<file path="src/pdrx_consts.svh">
// Offsets, field positions, reset values and timing counts of the receive control registers
`ifndef PDRX_CONSTS_SVH
`define PDRX_CONSTS_SVH

// Register indices; byte address is four times the index
`define PDRX_IDX_ACK_TIMEOUT   14'h1A46
`define PDRX_IDX_BAD_COUNT     14'h1A47
`define PDRX_IDX_REPEAT_COUNT  14'h1A48
`define PDRX_IDX_HR_WINDOW     14'h1A49
`define PDRX_IDX_ACK_UPPER     14'h1A4A
`define PDRX_IDX_ACK_LOWER     14'h1A4B
`define PDRX_IDX_ID_HELD       14'h1A4C
`define PDRX_IDX_LENGTH_LIMIT  14'h1A4D
`define PDRX_IDX_READ_POINTER  14'h1A50
`define PDRX_IDX_POINTER_CTL   14'h1A51
`define PDRX_IDX_RESET_CONTROL_REGISTER     14'h1A60
`define PDRX_IDX_MODE_CTL      14'h1A61
`define PDRX_IDX_IRQ_STATUS    14'h1A62
`define PDRX_IDX_IRQ_MASK      14'h1A63

// Reset values
`define PDRX_RST_ACK_TIMEOUT   8'h64
`define PDRX_RST_HR_WINDOW     7'h5E
`define PDRX_RST_LENGTH_LIMIT  8'h22

// Field positions
`define PDRX_RESET_SW_BIT      0
`define PDRX_RESET_PROTO_BIT   1
`define PDRX_MODE_AUTO_RESP    0
`define PDRX_MODE_AUTO_RETRY   1
`define PDRX_MODE_BIST_RX      2
`define PDRX_PTRCTL_EMPTY      7
`define PDRX_PTRCTL_AT_TOP     1
`define PDRX_PTRCTL_WRAP       0
`define PDRX_IRQ_DEBUG         0
`define PDRX_IRQ_BAD_PACKET    1
`define PDRX_IRQ_OVERSIZE      2
`define PDRX_IRQ_ACK_TIMEOUT   3
`define PDRX_IRQ_DUPLICATE     4
`define PDRX_IRQ_WIDTH         5

// Queue geometry and counter limits
`define PDRX_QUEUE_TOP         7'h7F
`define PDRX_COUNT_MAX         8'hFF

// Timing: clock period, tick period, timeout unit
`define PDRX_CLK_PERIOD_NS     5
`define PDRX_TICK_NS           1000
`define PDRX_TICK_CYCLES       (`PDRX_TICK_NS / `PDRX_CLK_PERIOD_NS)
`define PDRX_TIMEOUT_UNIT_US   10

`endif

</file>
<file path="src/pdrx_pkg.sv">
// Types shared by the receive control register block
package pdrx_pkg;

   typedef struct packed {
      logic [2:0]  sop_type;
      logic [2:0]  msg_id;
      logic [7:0]  length;
      logic        crc_bad;
      logic        eop_bad;
      logic        sym_err;
      logic        is_ack;
      logic [15:0] ack_header;
   } pdrx_packet_t;

   typedef struct packed {
      logic accept;
      logic drop;
      logic duplicate;
      logic oversize;
   } pdrx_verdict_t;

   typedef enum logic {
      ACK_IDLE,
      ACK_WAIT
   } pdrx_ack_state_t;

endpackage

</file>
<file path="src/pdrx_regs.sv">
// Receive control and status registers of a power delivery MAC, with APB slave
// Behaviour
// - Ack wait timeout equals field times ten microseconds; resets to one millisecond.
// - Zero timeout is invalid and unchecked; software must not program it.
// - Timeout counts a free-running 1 us tick, so may run 1 us short.
// - Bad packet counter counts valid-start packets with bad CRC, EOP or symbol.
// - Bad packet count above 127 sets the debug threshold flag.
// - Any write to either counter clears that counter.
// - Packets during self-test receive mode are not counted as bad.
// - With auto response, duplicates are counted; above 127 sets debug flag.
// - Hard reset window is seven bits in bit times, reset 1011110b.
// - In auto-retry mode last ack message bytes are captured, not queued.
// - Five held-ID flags, one per start-of-packet type, bits 0 to 4.
// - Writing one to a held flag clears it; next packet is no duplicate.
// - Software or protocol reset command clears all held-ID flags.
// - Length limit includes four CRC bytes and resets to 22h.
// - Read pointer is writable so software can skip a packet.
// - Pointer writes are held and moved live on a control bits write.
// - Oversize packets are dropped, flagged and raise the bad packet interrupt.
// - Queue spans 0 to 127; wrap flag toggles on wrap, software keeps it.
`include "pdrx_consts.svh"
`timescale 1ns/1ps
`default_nettype none

module pdrx_regs (
   input  wire logic                 sys_clk,
   input  wire logic                 rst,
   input  wire logic                 clk_en,
   input  wire logic                 psel,
   input  wire logic                 penable,
   input  wire logic                 pwrite,
   input  wire logic [15:0]          paddr,
   input  wire logic [31:0]          pwdata,
   input  wire logic [3:0]           pstrb,
   output logic      [31:0]          prdata,
   output logic                      pready,
   output logic                      pslverr,
   input  wire logic                 pkt_valid,
   input  wire pdrx_pkg::pdrx_packet_t pkt,
   output pdrx_pkg::pdrx_verdict_t   verdict,
   input  wire logic                 ack_wait_start,
   input  wire logic                 ack_seen,
   output logic                      ack_timeout,
   input  wire logic                 queue_advance,
   input  wire logic [6:0]           write_head_pointer,
   input  wire logic                 write_head_wrap,
   output logic      [6:0]           queue_read_pointer,
   output logic      [6:0]           hard_reset_window_bits,
   output logic                      irq
);

   function automatic logic [15:0] addr_of(input logic [13:0] idx);
      addr_of = {idx, 2'b00};
   endfunction

   // Bus decode
   wire logic access  = psel && penable;
   wire logic wr      = access && pwrite && pstrb[0] && clk_en;
   wire logic hit_to  = paddr == addr_of(`PDRX_IDX_ACK_TIMEOUT);
   wire logic hit_bad = paddr == addr_of(`PDRX_IDX_BAD_COUNT);
   wire logic hit_rep = paddr == addr_of(`PDRX_IDX_REPEAT_COUNT);
   wire logic hit_hr  = paddr == addr_of(`PDRX_IDX_HR_WINDOW);
   wire logic hit_up  = paddr == addr_of(`PDRX_IDX_ACK_UPPER);
   wire logic hit_lo  = paddr == addr_of(`PDRX_IDX_ACK_LOWER);
   wire logic hit_id  = paddr == addr_of(`PDRX_IDX_ID_HELD);
   wire logic hit_len = paddr == addr_of(`PDRX_IDX_LENGTH_LIMIT);
   wire logic hit_rp  = paddr == addr_of(`PDRX_IDX_READ_POINTER);
   wire logic hit_pc  = paddr == addr_of(`PDRX_IDX_POINTER_CTL);
   wire logic hit_rc  = paddr == addr_of(`PDRX_IDX_RESET_CONTROL_REGISTER);
   wire logic hit_md  = paddr == addr_of(`PDRX_IDX_MODE_CTL);
   wire logic hit_is  = paddr == addr_of(`PDRX_IDX_IRQ_STATUS);
   wire logic hit_im  = paddr == addr_of(`PDRX_IDX_IRQ_MASK);
   wire logic mapped  = hit_to | hit_bad | hit_rep | hit_hr | hit_up | hit_lo | hit_id
                      | hit_len | hit_rp | hit_pc | hit_rc | hit_md | hit_is | hit_im;

   // Registers
   logic [7:0]                    ack_wait_timeout;
   logic [7:0]                    bad_packet_count;
   logic [7:0]                    repeat_packet_count;
   logic [7:0]                    last_ack_upper;
   logic [7:0]                    last_ack_lower;
   logic [4:0]                    message_id_held;
   logic [2:0]                    held_id [5];
   logic [7:0]                    length_limit;
   logic [6:0]                    hard_reset_window;
   logic [6:0]                    pointer_hold;
   logic                          pointer_wrap;
   logic [2:0]                    mode;
   logic [`PDRX_IRQ_WIDTH-1:0]    irq_status;
   logic [`PDRX_IRQ_WIDTH-1:0]    irq_mask;
   logic [7:0]                    tick_div;
   logic                          tick;
   logic [11:0]                   ack_elapsed;
   pdrx_pkg::pdrx_ack_state_t     ack_state;
   logic [11:0]                   ack_wait_cycles;

   // Packet classification
   wire logic auto_resp   = mode[`PDRX_MODE_AUTO_RESP];
   wire logic auto_retry  = mode[`PDRX_MODE_AUTO_RETRY];
   wire logic bist_rx     = mode[`PDRX_MODE_BIST_RX];
   wire logic pkt_in      = pkt_valid && clk_en;
   wire logic pkt_faulty  = pkt.crc_bad || pkt.eop_bad || pkt.sym_err;
   wire logic oversize    = pkt.length > length_limit;
   wire logic sop_ok      = pkt.sop_type < 3'd5;
   wire logic held_match  = sop_ok && message_id_held[pkt.sop_type]
                          && held_id[pkt.sop_type] == pkt.msg_id;
   wire logic bad_event   = pkt_in && pkt_faulty && !oversize && !bist_rx;
   wire logic good_pkt    = pkt_in && !pkt_faulty && !oversize;
   wire logic dup_event   = good_pkt && auto_resp && !pkt.is_ack && held_match;
   wire logic store_id    = good_pkt && auto_resp && !pkt.is_ack && sop_ok && !held_match;
   wire logic ack_capture = good_pkt && auto_retry && pkt.is_ack;
   wire logic proto_reset = wr && hit_rc
                          && (pwdata[`PDRX_RESET_SW_BIT] || pwdata[`PDRX_RESET_PROTO_BIT]);

   // Counters: a write clears; an event in the same cycle still counts once
   wire logic [7:0] bad_base = (wr && hit_bad) ? 8'h00 : bad_packet_count;
   wire logic [7:0] rep_base = (wr && hit_rep) ? 8'h00 : repeat_packet_count;
   wire logic [7:0] next_bad = (bad_event && bad_base != `PDRX_COUNT_MAX)
                             ? bad_base + 8'h01 : bad_base;
   wire logic [7:0] next_rep = (dup_event && rep_base != `PDRX_COUNT_MAX)
                             ? rep_base + 8'h01 : rep_base;

   // Read pointer, hardware advance wraps at the top of the queue
   wire logic       ptr_at_top  = queue_read_pointer == `PDRX_QUEUE_TOP;
   wire logic       queue_empty = queue_read_pointer == write_head_pointer
                                && pointer_wrap == write_head_wrap;
   wire logic       load_ptr    = wr && hit_pc;

   // Timeout target in microseconds
   wire logic [11:0] ack_target = 12'(ack_wait_timeout) * 12'(`PDRX_TIMEOUT_UNIT_US);
   wire logic        ack_expire = ack_state == pdrx_pkg::ACK_WAIT && !ack_seen
                                && tick && ack_elapsed + 12'd1 >= ack_target;

   // Interrupt events; set wins over a write-one clear
   wire logic [`PDRX_IRQ_WIDTH-1:0] irq_set;
   assign irq_set[`PDRX_IRQ_DEBUG]       = next_bad[7] || next_rep[7];
   assign irq_set[`PDRX_IRQ_BAD_PACKET]  = bad_event || (pkt_in && oversize);
   assign irq_set[`PDRX_IRQ_OVERSIZE]    = pkt_in && oversize;
   assign irq_set[`PDRX_IRQ_ACK_TIMEOUT] = ack_expire && clk_en;
   assign irq_set[`PDRX_IRQ_DUPLICATE]   = dup_event;
   wire logic [`PDRX_IRQ_WIDTH-1:0] irq_clr = (wr && hit_is)
                                            ? pwdata[`PDRX_IRQ_WIDTH-1:0] : '0;

   assign irq    = |(irq_status & irq_mask);
   assign pready = 1'b1;
   assign pslverr = access && !mapped;
   assign hard_reset_window_bits = hard_reset_window;

   // Free-running microsecond tick
   always_ff @(posedge sys_clk or posedge rst) begin
      if (rst) begin
         tick_div <= 8'h00;
         tick     <= 1'b0;
      end else if (clk_en) begin
         tick     <= tick_div == 8'(`PDRX_TICK_CYCLES - 1);
         tick_div <= (tick_div == 8'(`PDRX_TICK_CYCLES - 1)) ? 8'h00 : tick_div + 8'h01;
      end
   end

   // Ack wait timer; zero setting is not guarded, it expires on the first tick
   always_ff @(posedge sys_clk or posedge rst) begin
      if (rst) begin
         ack_state   <= pdrx_pkg::ACK_IDLE;
         ack_elapsed <= 12'h000;
         ack_timeout <= 1'b0;
      end else if (clk_en) begin
         ack_timeout <= ack_expire;
         unique case (ack_state)
            pdrx_pkg::ACK_IDLE: begin
               ack_elapsed <= 12'h000;
               if (ack_wait_start) ack_state <= pdrx_pkg::ACK_WAIT;
            end
            pdrx_pkg::ACK_WAIT: begin
               if (ack_seen || ack_expire) ack_state <= pdrx_pkg::ACK_IDLE;
               else if (tick) ack_elapsed <= ack_elapsed + 12'd1;
            end
         endcase
      end
   end

   // Cycles spent waiting; restarts on a setting write, so a shortened wait keeps the bound
   always_ff @(posedge sys_clk or posedge rst) begin
      if (rst) begin
         ack_wait_cycles <= 12'h000;
      end else if (clk_en) begin
         if (ack_state == pdrx_pkg::ACK_IDLE || (wr && hit_to)) ack_wait_cycles <= 12'h000;
         else if (ack_wait_cycles != 12'hFFF) ack_wait_cycles <= ack_wait_cycles + 12'h001;
      end
   end

   // Software-written configuration
   always_ff @(posedge sys_clk or posedge rst) begin
      if (rst) begin
         ack_wait_timeout  <= `PDRX_RST_ACK_TIMEOUT;
         hard_reset_window <= `PDRX_RST_HR_WINDOW;
         length_limit      <= `PDRX_RST_LENGTH_LIMIT;
         mode              <= 3'h0;
         irq_mask          <= '0;
      end else if (wr) begin
         if (hit_to)  ack_wait_timeout  <= pwdata[7:0];
         if (hit_hr)  hard_reset_window <= pwdata[6:0];
         if (hit_len) length_limit      <= pwdata[7:0];
         if (hit_md)  mode              <= pwdata[2:0];
         if (hit_im)  irq_mask          <= pwdata[`PDRX_IRQ_WIDTH-1:0];
      end
   end

   // Counters and status
   always_ff @(posedge sys_clk or posedge rst) begin
      if (rst) begin
         bad_packet_count    <= 8'h00;
         repeat_packet_count <= 8'h00;
         irq_status          <= '0;
         last_ack_upper      <= 8'h00;
         last_ack_lower      <= 8'h00;
      end else if (clk_en) begin
         bad_packet_count    <= next_bad;
         repeat_packet_count <= next_rep;
         irq_status          <= (irq_status & ~irq_clr) | irq_set;
         if (ack_capture) begin
            last_ack_upper <= pkt.ack_header[15:8];
            last_ack_lower <= pkt.ack_header[7:0];
         end
      end
   end

   // Held message IDs, one slot per start-of-packet type
   generate
      for (genvar i = 0; i < 5; i++) begin : g_held
         wire logic clr_i = (wr && hit_id && pwdata[i]) || proto_reset;
         wire logic set_i = store_id && pkt.sop_type == 3'(i);
         always_ff @(posedge sys_clk or posedge rst) begin
            if (rst) begin
               message_id_held[i] <= 1'b0;
               held_id[i]         <= 3'h0;
            end else if (clk_en) begin
               if (set_i) begin
                  message_id_held[i] <= 1'b1;
                  held_id[i]         <= pkt.msg_id;
               end else if (clr_i) begin
                  message_id_held[i] <= 1'b0;
                  held_id[i]         <= 3'h0;
               end
            end
         end
      end
   endgenerate

   // Read pointer with coherent staging
   always_ff @(posedge sys_clk or posedge rst) begin
      if (rst) begin
         pointer_hold       <= 7'h00;
         queue_read_pointer <= 7'h00;
         pointer_wrap       <= 1'b0;
      end else if (clk_en) begin
         if (wr && hit_rp) pointer_hold <= pwdata[6:0];
         if (load_ptr) begin
            queue_read_pointer <= pointer_hold;
            pointer_wrap       <= pwdata[`PDRX_PTRCTL_WRAP];
         end else if (queue_advance) begin
            queue_read_pointer <= queue_read_pointer + 7'h01;
            if (ptr_at_top) pointer_wrap <= ~pointer_wrap;
         end
      end
   end

   // Verdict to the receive path, registered
   always_ff @(posedge sys_clk or posedge rst) begin
      if (rst) begin
         verdict <= '0;
      end else if (clk_en) begin
         verdict.accept    <= good_pkt && !dup_event && !ack_capture;
         verdict.drop      <= pkt_in && (oversize || dup_event);
         verdict.duplicate <= dup_event;
         verdict.oversize  <= pkt_in && oversize;
      end
   end

   // Read data, registered off the access phase would add a wait; kept combinational
   always_comb begin
      prdata = 32'h0000_0000;
      if (psel && !pwrite) begin
         unique case (1'b1)
            hit_to:  prdata[7:0] = ack_wait_timeout;
            hit_bad: prdata[7:0] = bad_packet_count;
            hit_rep: prdata[7:0] = repeat_packet_count;
            hit_hr:  prdata[6:0] = hard_reset_window;
            hit_up:  prdata[7:0] = last_ack_upper;
            hit_lo:  prdata[7:0] = last_ack_lower;
            hit_id:  prdata[4:0] = message_id_held;
            hit_len: prdata[7:0] = length_limit;
            hit_rp:  prdata[6:0] = queue_read_pointer;
            hit_pc:  prdata[7:0] = {queue_empty, 5'h00, ptr_at_top, pointer_wrap};
            hit_md:  prdata[2:0] = mode;
            hit_is:  prdata[`PDRX_IRQ_WIDTH-1:0] = irq_status;
            hit_im:  prdata[`PDRX_IRQ_WIDTH-1:0] = irq_mask;
            default: prdata = 32'h0000_0000;
         endcase
      end
   end
endmodule // pdrx_regs

`default_nettype wire

</file>
<file path="config.mk">
export PLATFORM = sky130hd
export DESIGN_NAME = pdrx_regs
export DESIGN_NICKNAME = d
export VERILOG_FILES = /design/src/pdrx_pkg.sv /design/src/pdrx_regs.sv
export VERILOG_INCLUDE_DIRS = /design/src /design/src/src
export SDC_FILE = /design/constraint.sdc
export NUM_CORES = 1
export LEC_CHECK = 0
export BUFFER_PORTS_ARGS = -buffer_cell sky130_fd_sc_hd__buf_2
export CORE_MARGIN = 4
export CORE_UTILIZATION = 35
export DETAILED_ROUTE_END_ITERATION = 8
export GPL_TIMING_DRIVEN = 0
export HOLD_SLACK_MARGIN = 0.02
export PLACE_DENSITY = 0.65
export REMOVE_ABC_BUFFERS = 1
export SYNTH_ARGS = -nofsm -noshare
export SYNTH_HDL_FRONTEND = slang
export SYNTH_SLANG_ARGS = --single-unit
</file>
<file path="constraint.sdc">
create_clock -name sys_clk -period 6.3 [get_ports sys_clk]
set_input_delay 0.315 -clock sys_clk [delete_from_list [all_inputs] [get_ports sys_clk]]
set_output_delay 0.315 -clock sys_clk [all_outputs]
set_load 0.02 [all_outputs]
</file>
Word-level counts from Yosys, hierarchy flattened
Index checks and enable logic that the tools add are counted.

word-level totals
  flip-flop bits (word level) = 130
  latch bits = 0
  RAM bits = 0
  bits in read-only memories = 0
  input port bits = 104
  output and inout bits = 54
  word-level logic and storage cells = 233
  memories = 0

cells by class
  add/sub/neg operators = 5
  $mul = 1
  div/mod/pow operators = 0
  magnitude comparators = 5
  eq/ne operators = 27
  shift operators = 0
  mux-type cells = 47
  bitwise operators = 20
  reduce and logical (&&, ||, !) cells = 96

operators with widths
  operator                                                             number
  16-bit by 15-bit == test with 1-bit output, second input constant    14
  1-bit logical AND                                                    50
  8-bit two-way mux                                                    6
  3-bit one-hot mux with 13 select lines                               1
  3-bit two-way mux                                                    12
  2-bit AND reduction                                                  13
  8-bit by 1-bit adder with 8-bit output, second input constant        3
  12-bit two-way mux                                                   2
  12-bit one-hot mux with 2 select lines                               1
  2-bit one-hot mux with 11 select lines                               1
  1-bit two-way mux                                                    16
  8-bit != test, second input constant                                 2
  2-bit one-hot mux with 8 select lines                                1
  7-bit two-way mux                                                    2
  2-bit nonzero test                                                   7
  1-bit bitwise OR                                                     13
  12-bit by 1-bit adder with 12-bit output, second input constant      1
  12-bit greater-or-equal comparator                                   1
  1-bit logical OR                                                     12
  8-bit by 3-bit multiplier with 11-bit output, second input constant  1
  5-bit AND                                                            2
  1-bit zero test                                                      10
  3-bit binary-select mux with 3-bit select                            1
  8-bit == test, second input constant                                 1
  24 further kinds                                                     28

Logic depth before layout (Yosys ltp)
  word-level depth = 16
  mapped depth = 17
  depth with buffers taken out = 16

Least setup slack after synthesis
OpenSTA, ideal clock, no wires.

  path kind = reg2reg
  start point = reg ack_wait_timeout[2]
  end point = reg ack_elapsed[11]
  setup time = 0.121 ns
  arrival = 3.321 ns
  required time = 6.179 ns
  slack = 2.858 ns
  stages on the path, launching flop included = 16
  path buffers = 1
  period minus slack after synthesis = 3.442 ns
  cells stage by stage = dfstp_2 > ha_1 > ha_1 > a21o_1 > a21oi_1 > o21bai_1 > a21oi_1 > xor2_1 > ha_1 > a21o_1 > a21o_1 > a21oi_1 > and3_1 > a2bb2oi_1 > clkbuf_1 > a22o_1

between the ends
  longest elaborated chain between the ends = 6

RTL lines
  what                                          RTL line          text
  start: declaration                            pdrx_regs.sv:77   logic [7:0] ack_wait_timeout;
  start signal: assignment                      pdrx_regs.sv:194  ack_wait_timeout <= `PDRX_RST_ACK_TIMEOUT;
  start signal: assignment                      pdrx_regs.sv:200  if (hit_to) ack_wait_timeout <= pwdata[7:0];
  8-bit by 3-bit multiplier with 11-bit output  pdrx_regs.sv:130  wire logic [11:0] ack_target = 12'(ack_wait_timeout) * 12'(`PDRX_TIMEOUT_UNIT_US);
  12-bit greater-or-equal comparator            pdrx_regs.sv:132  && tick && ack_elapsed + 12'd1 >= ack_target;
  1-bit logical AND                             pdrx_regs.sv:132
  1-bit logical OR                              pdrx_regs.sv:174  if (ack_seen || ack_expire) ack_state <= pdrx_pkg::ACK_IDLE;
  2-bit != test (no line)                       n/a
  3-bit AND reduction (no line)                 n/a
  end signal: assignment                        pdrx_regs.sv:175  else if (tick) ack_elapsed <= ack_elapsed + 12'd1;
  end: declaration                              pdrx_regs.sv:93   logic [11:0] ack_elapsed;

No other way between the ends.
A chain may end at the register's enable or synchronous reset.

Worst setup path after layout
  start point = reg ack_wait_timeout[3]
  end point = reg ack_elapsed[2]

Same word-level chain as after synthesis.

==> flow_metrics.tcl <==
set metrics [dict create \
    syn_area_sq_um 7980 \
    setup-violations-final 0 \
    port_buffers 105 \
    clock.fmax_ghz 0.251 \
    crit_type "flip-flop to flip-flop" \
    clkLatencyLatePin_ps 420 \
    synthArstFlopShare_pct 100 \
    ys_warn_count 0 \
    holdPathStages 2 \
    finalSetupTns_ps 0 \
    nets 1038 \
    internal-power_mw 1.74 \
    synth.distinct_cells 67 \
    pwr-share-comb_pct 12.2 \
    cts_buffers 17 \
    seq_power_share_pct 41.0 \
    r2r.worst_path.cells 16 \
    cts_resized 0 \
    run_status "finished clean" \
    die_h_um 159 \
    leakage_nw 4.53 \
    synth_flop_cell "dfrtp_1" \
    critPathArrivalTime_ps 4350 \
    grt_max_degree 88 \
    routed_via_density 5.51 \
    power_density_nw_per_um2 255 \
    cp.required_ps 6670 \
    cts_tree "built" \
    antenna_left 0 \
    n_antenna_cell 0 \
    post-route-period-util_pct 63.3 \
    drive_above_1_share_pct 24.5 \
    avgSynthCellArea_sq_um 9.90 \
    min_from "pkt[9]" \
    relSlewSlack_pct 27.0 \
    rows 54 \
    htreeDepth 4 \
    grt_setup_unrepaired "no" \
    syn_inst 806 \
    antenna_found_initial 0 \
    ir_worst_vdd_mv 0.197 \
    yosys-top-cells-area "dfrtp_1 38%, mux2_2 7.5%, ha_1 5.6%" \
    drv_cap 0 \
    hold_path_end "last_ack_upper[1]" \
    yosysTopAreaCell "dfrtp_1" \
    fp.dieW_um 159 \
    grt_pass1_vias 6356 \
    ys_seq_area_share_pct 40.9 \
    worst_slew_pin_slew_ps 1090 \
    place_ws_ps 2330 \
    num_vias 6557 \
    hold_path.class "input port to flip-flop" \
    hold_viol_final 0 \
    worst_slack_ps 2310 \
    grt.met2_usage_pct 28.0 \
    clk_pin_slew_ps 60 \
    post-route-min-period_ps 3990 \
    wl_um 22700 \
    cp_slowest_stage_delay_ps 850 \
    r2r-start "ack_wait_timeout[3]" \
    io_pins 158 \
    drc_errors 0 \
    initial_core_util_pct 36.1 \
    clock_power_share_pct 46.8 \
    met1_usage_pct 25.4 \
    fin_area_sq_um 9340 \
    busiest_layer "met2" \
    clkSinkCount 130 \
    synth_top_cell_area_share_pct 37.6 \
    switching_share_pct 26.8 \
    critPathMaxFanout 12 \
    yosys_register_bits 130 \
    grt_overflow 0 \
    dpl_cell_area_sq_um 8650 \
    met3_usage_pct 3.39 \
    synth_edf_count 0 \
    cts_max_path_buffers 2 \
    endpoint_kind "flip-flop" \
    maxSlewViolCount 0 \
    cts_root_buf "clkbuf_16" \
    critPathSlowestCell "a2bb2oi_1" \
    synth_common_cells "120 x dfrtp_1, 83 x nand2_1, 53 x mux2_2" \
    core_sq_um 22100 \
    grt_usage_pct 17.9 \
    ff2ff_setup_slack_ps 2310 \
    place_congestion 0.896 \
    fin_skew_ps 6.60 \
    crit_chain "ha_1, ha_1, fa_1, a21oi_1, nor2_1, nor2_1, o21bai_1, a21oi_1, xor2_1, ha_1, nand4_1, nor2_1, a2bb2oi_1, a2bb2oi_1, o21bai_1, a21o_1" \
    start_kind "flip-flop" \
    firstDrtPassIters 5 \
    dpl.hpwl_um 16900 \
    synth.most_common_cell "dfrtp_1" \
    dieArea_sq_um 25300 \
    p_switching_mw 0.639 \
    grt_pass1_wl_um 36000 \
    syn2layout_area_growth_pct 17.0 \
    r2r_end "ack_elapsed[2]" \
    cp-startpoint "ack_wait_timeout[3]" \
    drt_iter0_drc 612 \
    wl_per_cell_um 19.1 \
]
-- power groups by stage --
stage	Clock, mW	Combinational, mW	Sequential [mW]
3_5_place_dp	0	0.292	0.986
5_1_grt	1.17	0.325	0.984
6_report	1.11	0.291	0.976
2_1_floorplan	0	0.166	0.981
4_1_cts	1.13	0.294	0.973
3_3_place_gp	0	0.283	0.987
-- worst max path at each step --
stage                     end  slack [ps]  cells after the start
3_5_place_dp   ack_elapsed[2]        2330                     16
4_1_cts        ack_elapsed[2]        2310                     16
2_1_floorplan  ack_elapsed[0]        2530                      1
3_3_place_gp       held_id[6]         910                      2
5_1_grt        ack_elapsed[2]        1970                     16
6_report       ack_elapsed[2]        2310                     16
-- kinds of logic after synthesis --
family	after synthesis	synth area share, %
XOR/XNOR	37	4.06
other	2	0.0941
AO/OA/AOI/OAI	166	13.9
adder cells (fa/ha/maj)	37	5.90
buffers and inverters	89	5.58
flip-flops	130	40.9
AND/OR/NAND/NOR	271	18.7
multiplexers	74	10.7
-- worst max-delay path: cells and delay by family, from the launching register on --
family          cells  cell delay [ps]
compound gates      7             1730
fa+ha+maj           4             1260
simple gates        4              430
flops               1              420
xor+xnor            1               90
-- stage by stage --
stage	cells	total power, mW	utilization [%]	hold slack, ps
floorplan	771	1.15	-	400
global placement	1156	1.27	39.0	483
detailed placement	1157	1.28	39.2	370
CTS	1190	2.40	42.3	109
global route	1190	2.48	42.3	111
finish	1190	2.38	42.3	129
-- registers in the layout, summed over array words and instances (netlist names), 7 cells and up --
name / count
ack_elapsed: 12
ack_wait_timeout: 8
bad_packet_count: 8
hard_reset_window_bits: 7
held_id: 15
last_ack_lower: 8
last_ack_upper: 8
length_limit: 8
pointer_hold: 7
queue_read_pointer: 7
repeat_packet_count: 8
tick_div: 8
-- per-layer routing --
metal  part of all wire, %  vias to the layer above
li1                      -                     3088
met1                    46                     3183
met2                    46                      268
met3                   6.5                       18
met4                   1.3                        0
met5                     0                        -
-- area by class of cell --
cell class	count	area, sq um
clock buffers	21	470
clock inverters	11	200
fillers	2111	12800
inverters	31	121
multi-input cells	610	4360
flip-flops and latches	130	3270
well taps	280	350
repair buffers	107	563
-- repair_timing --
item                      4_1_cts  5_1_grt
buffers inserted                0        0
hold endpoints to repair       43        0
hold buffers                    1        0
-- cell usage in the layout (no fill, tap or decap), drive strengths merged, types with 4 or more instances in the layout --
master | netlist | layout
dfstp | 10 | 10
inv | 30 | 31
and3 | 20 | 20
buf | 35 | 106
a222oi | 5 | 5
nand2b | 6 | 6
a22o | 14 | 14
mux4 | 4 | 4
or4b | 4 | 4
a22oi | 18 | 18
dfrtp | 120 | 120
and4 | 4 | 4
and2 | 7 | 7
nor2 | 36 | 36
mux2 | 53 | 53
nor4b | 5 | 5
nor3 | 18 | 18
conb | 2 | 25
a21oi | 42 | 42
nor3b | 6 | 6
nand4 | 20 | 20
nand3 | 30 | 30
bufinv | 0 | 5
nand2 | 83 | 83
nor4 | 6 | 6
clkbuf | 23 | 21
o21a | 4 | 4
xnor2 | 23 | 23
mux2i | 17 | 17
xor2 | 14 | 14
o21ai | 34 | 34
nor2b | 9 | 9
a31oi | 4 | 4
ha | 36 | 36
clkinv | 1 | 4
or3 | 5 | 5
a21o | 18 | 18
a221oi | 5 | 5
a32oi | 5 | 5
Power figures use the tool's default switching activity.
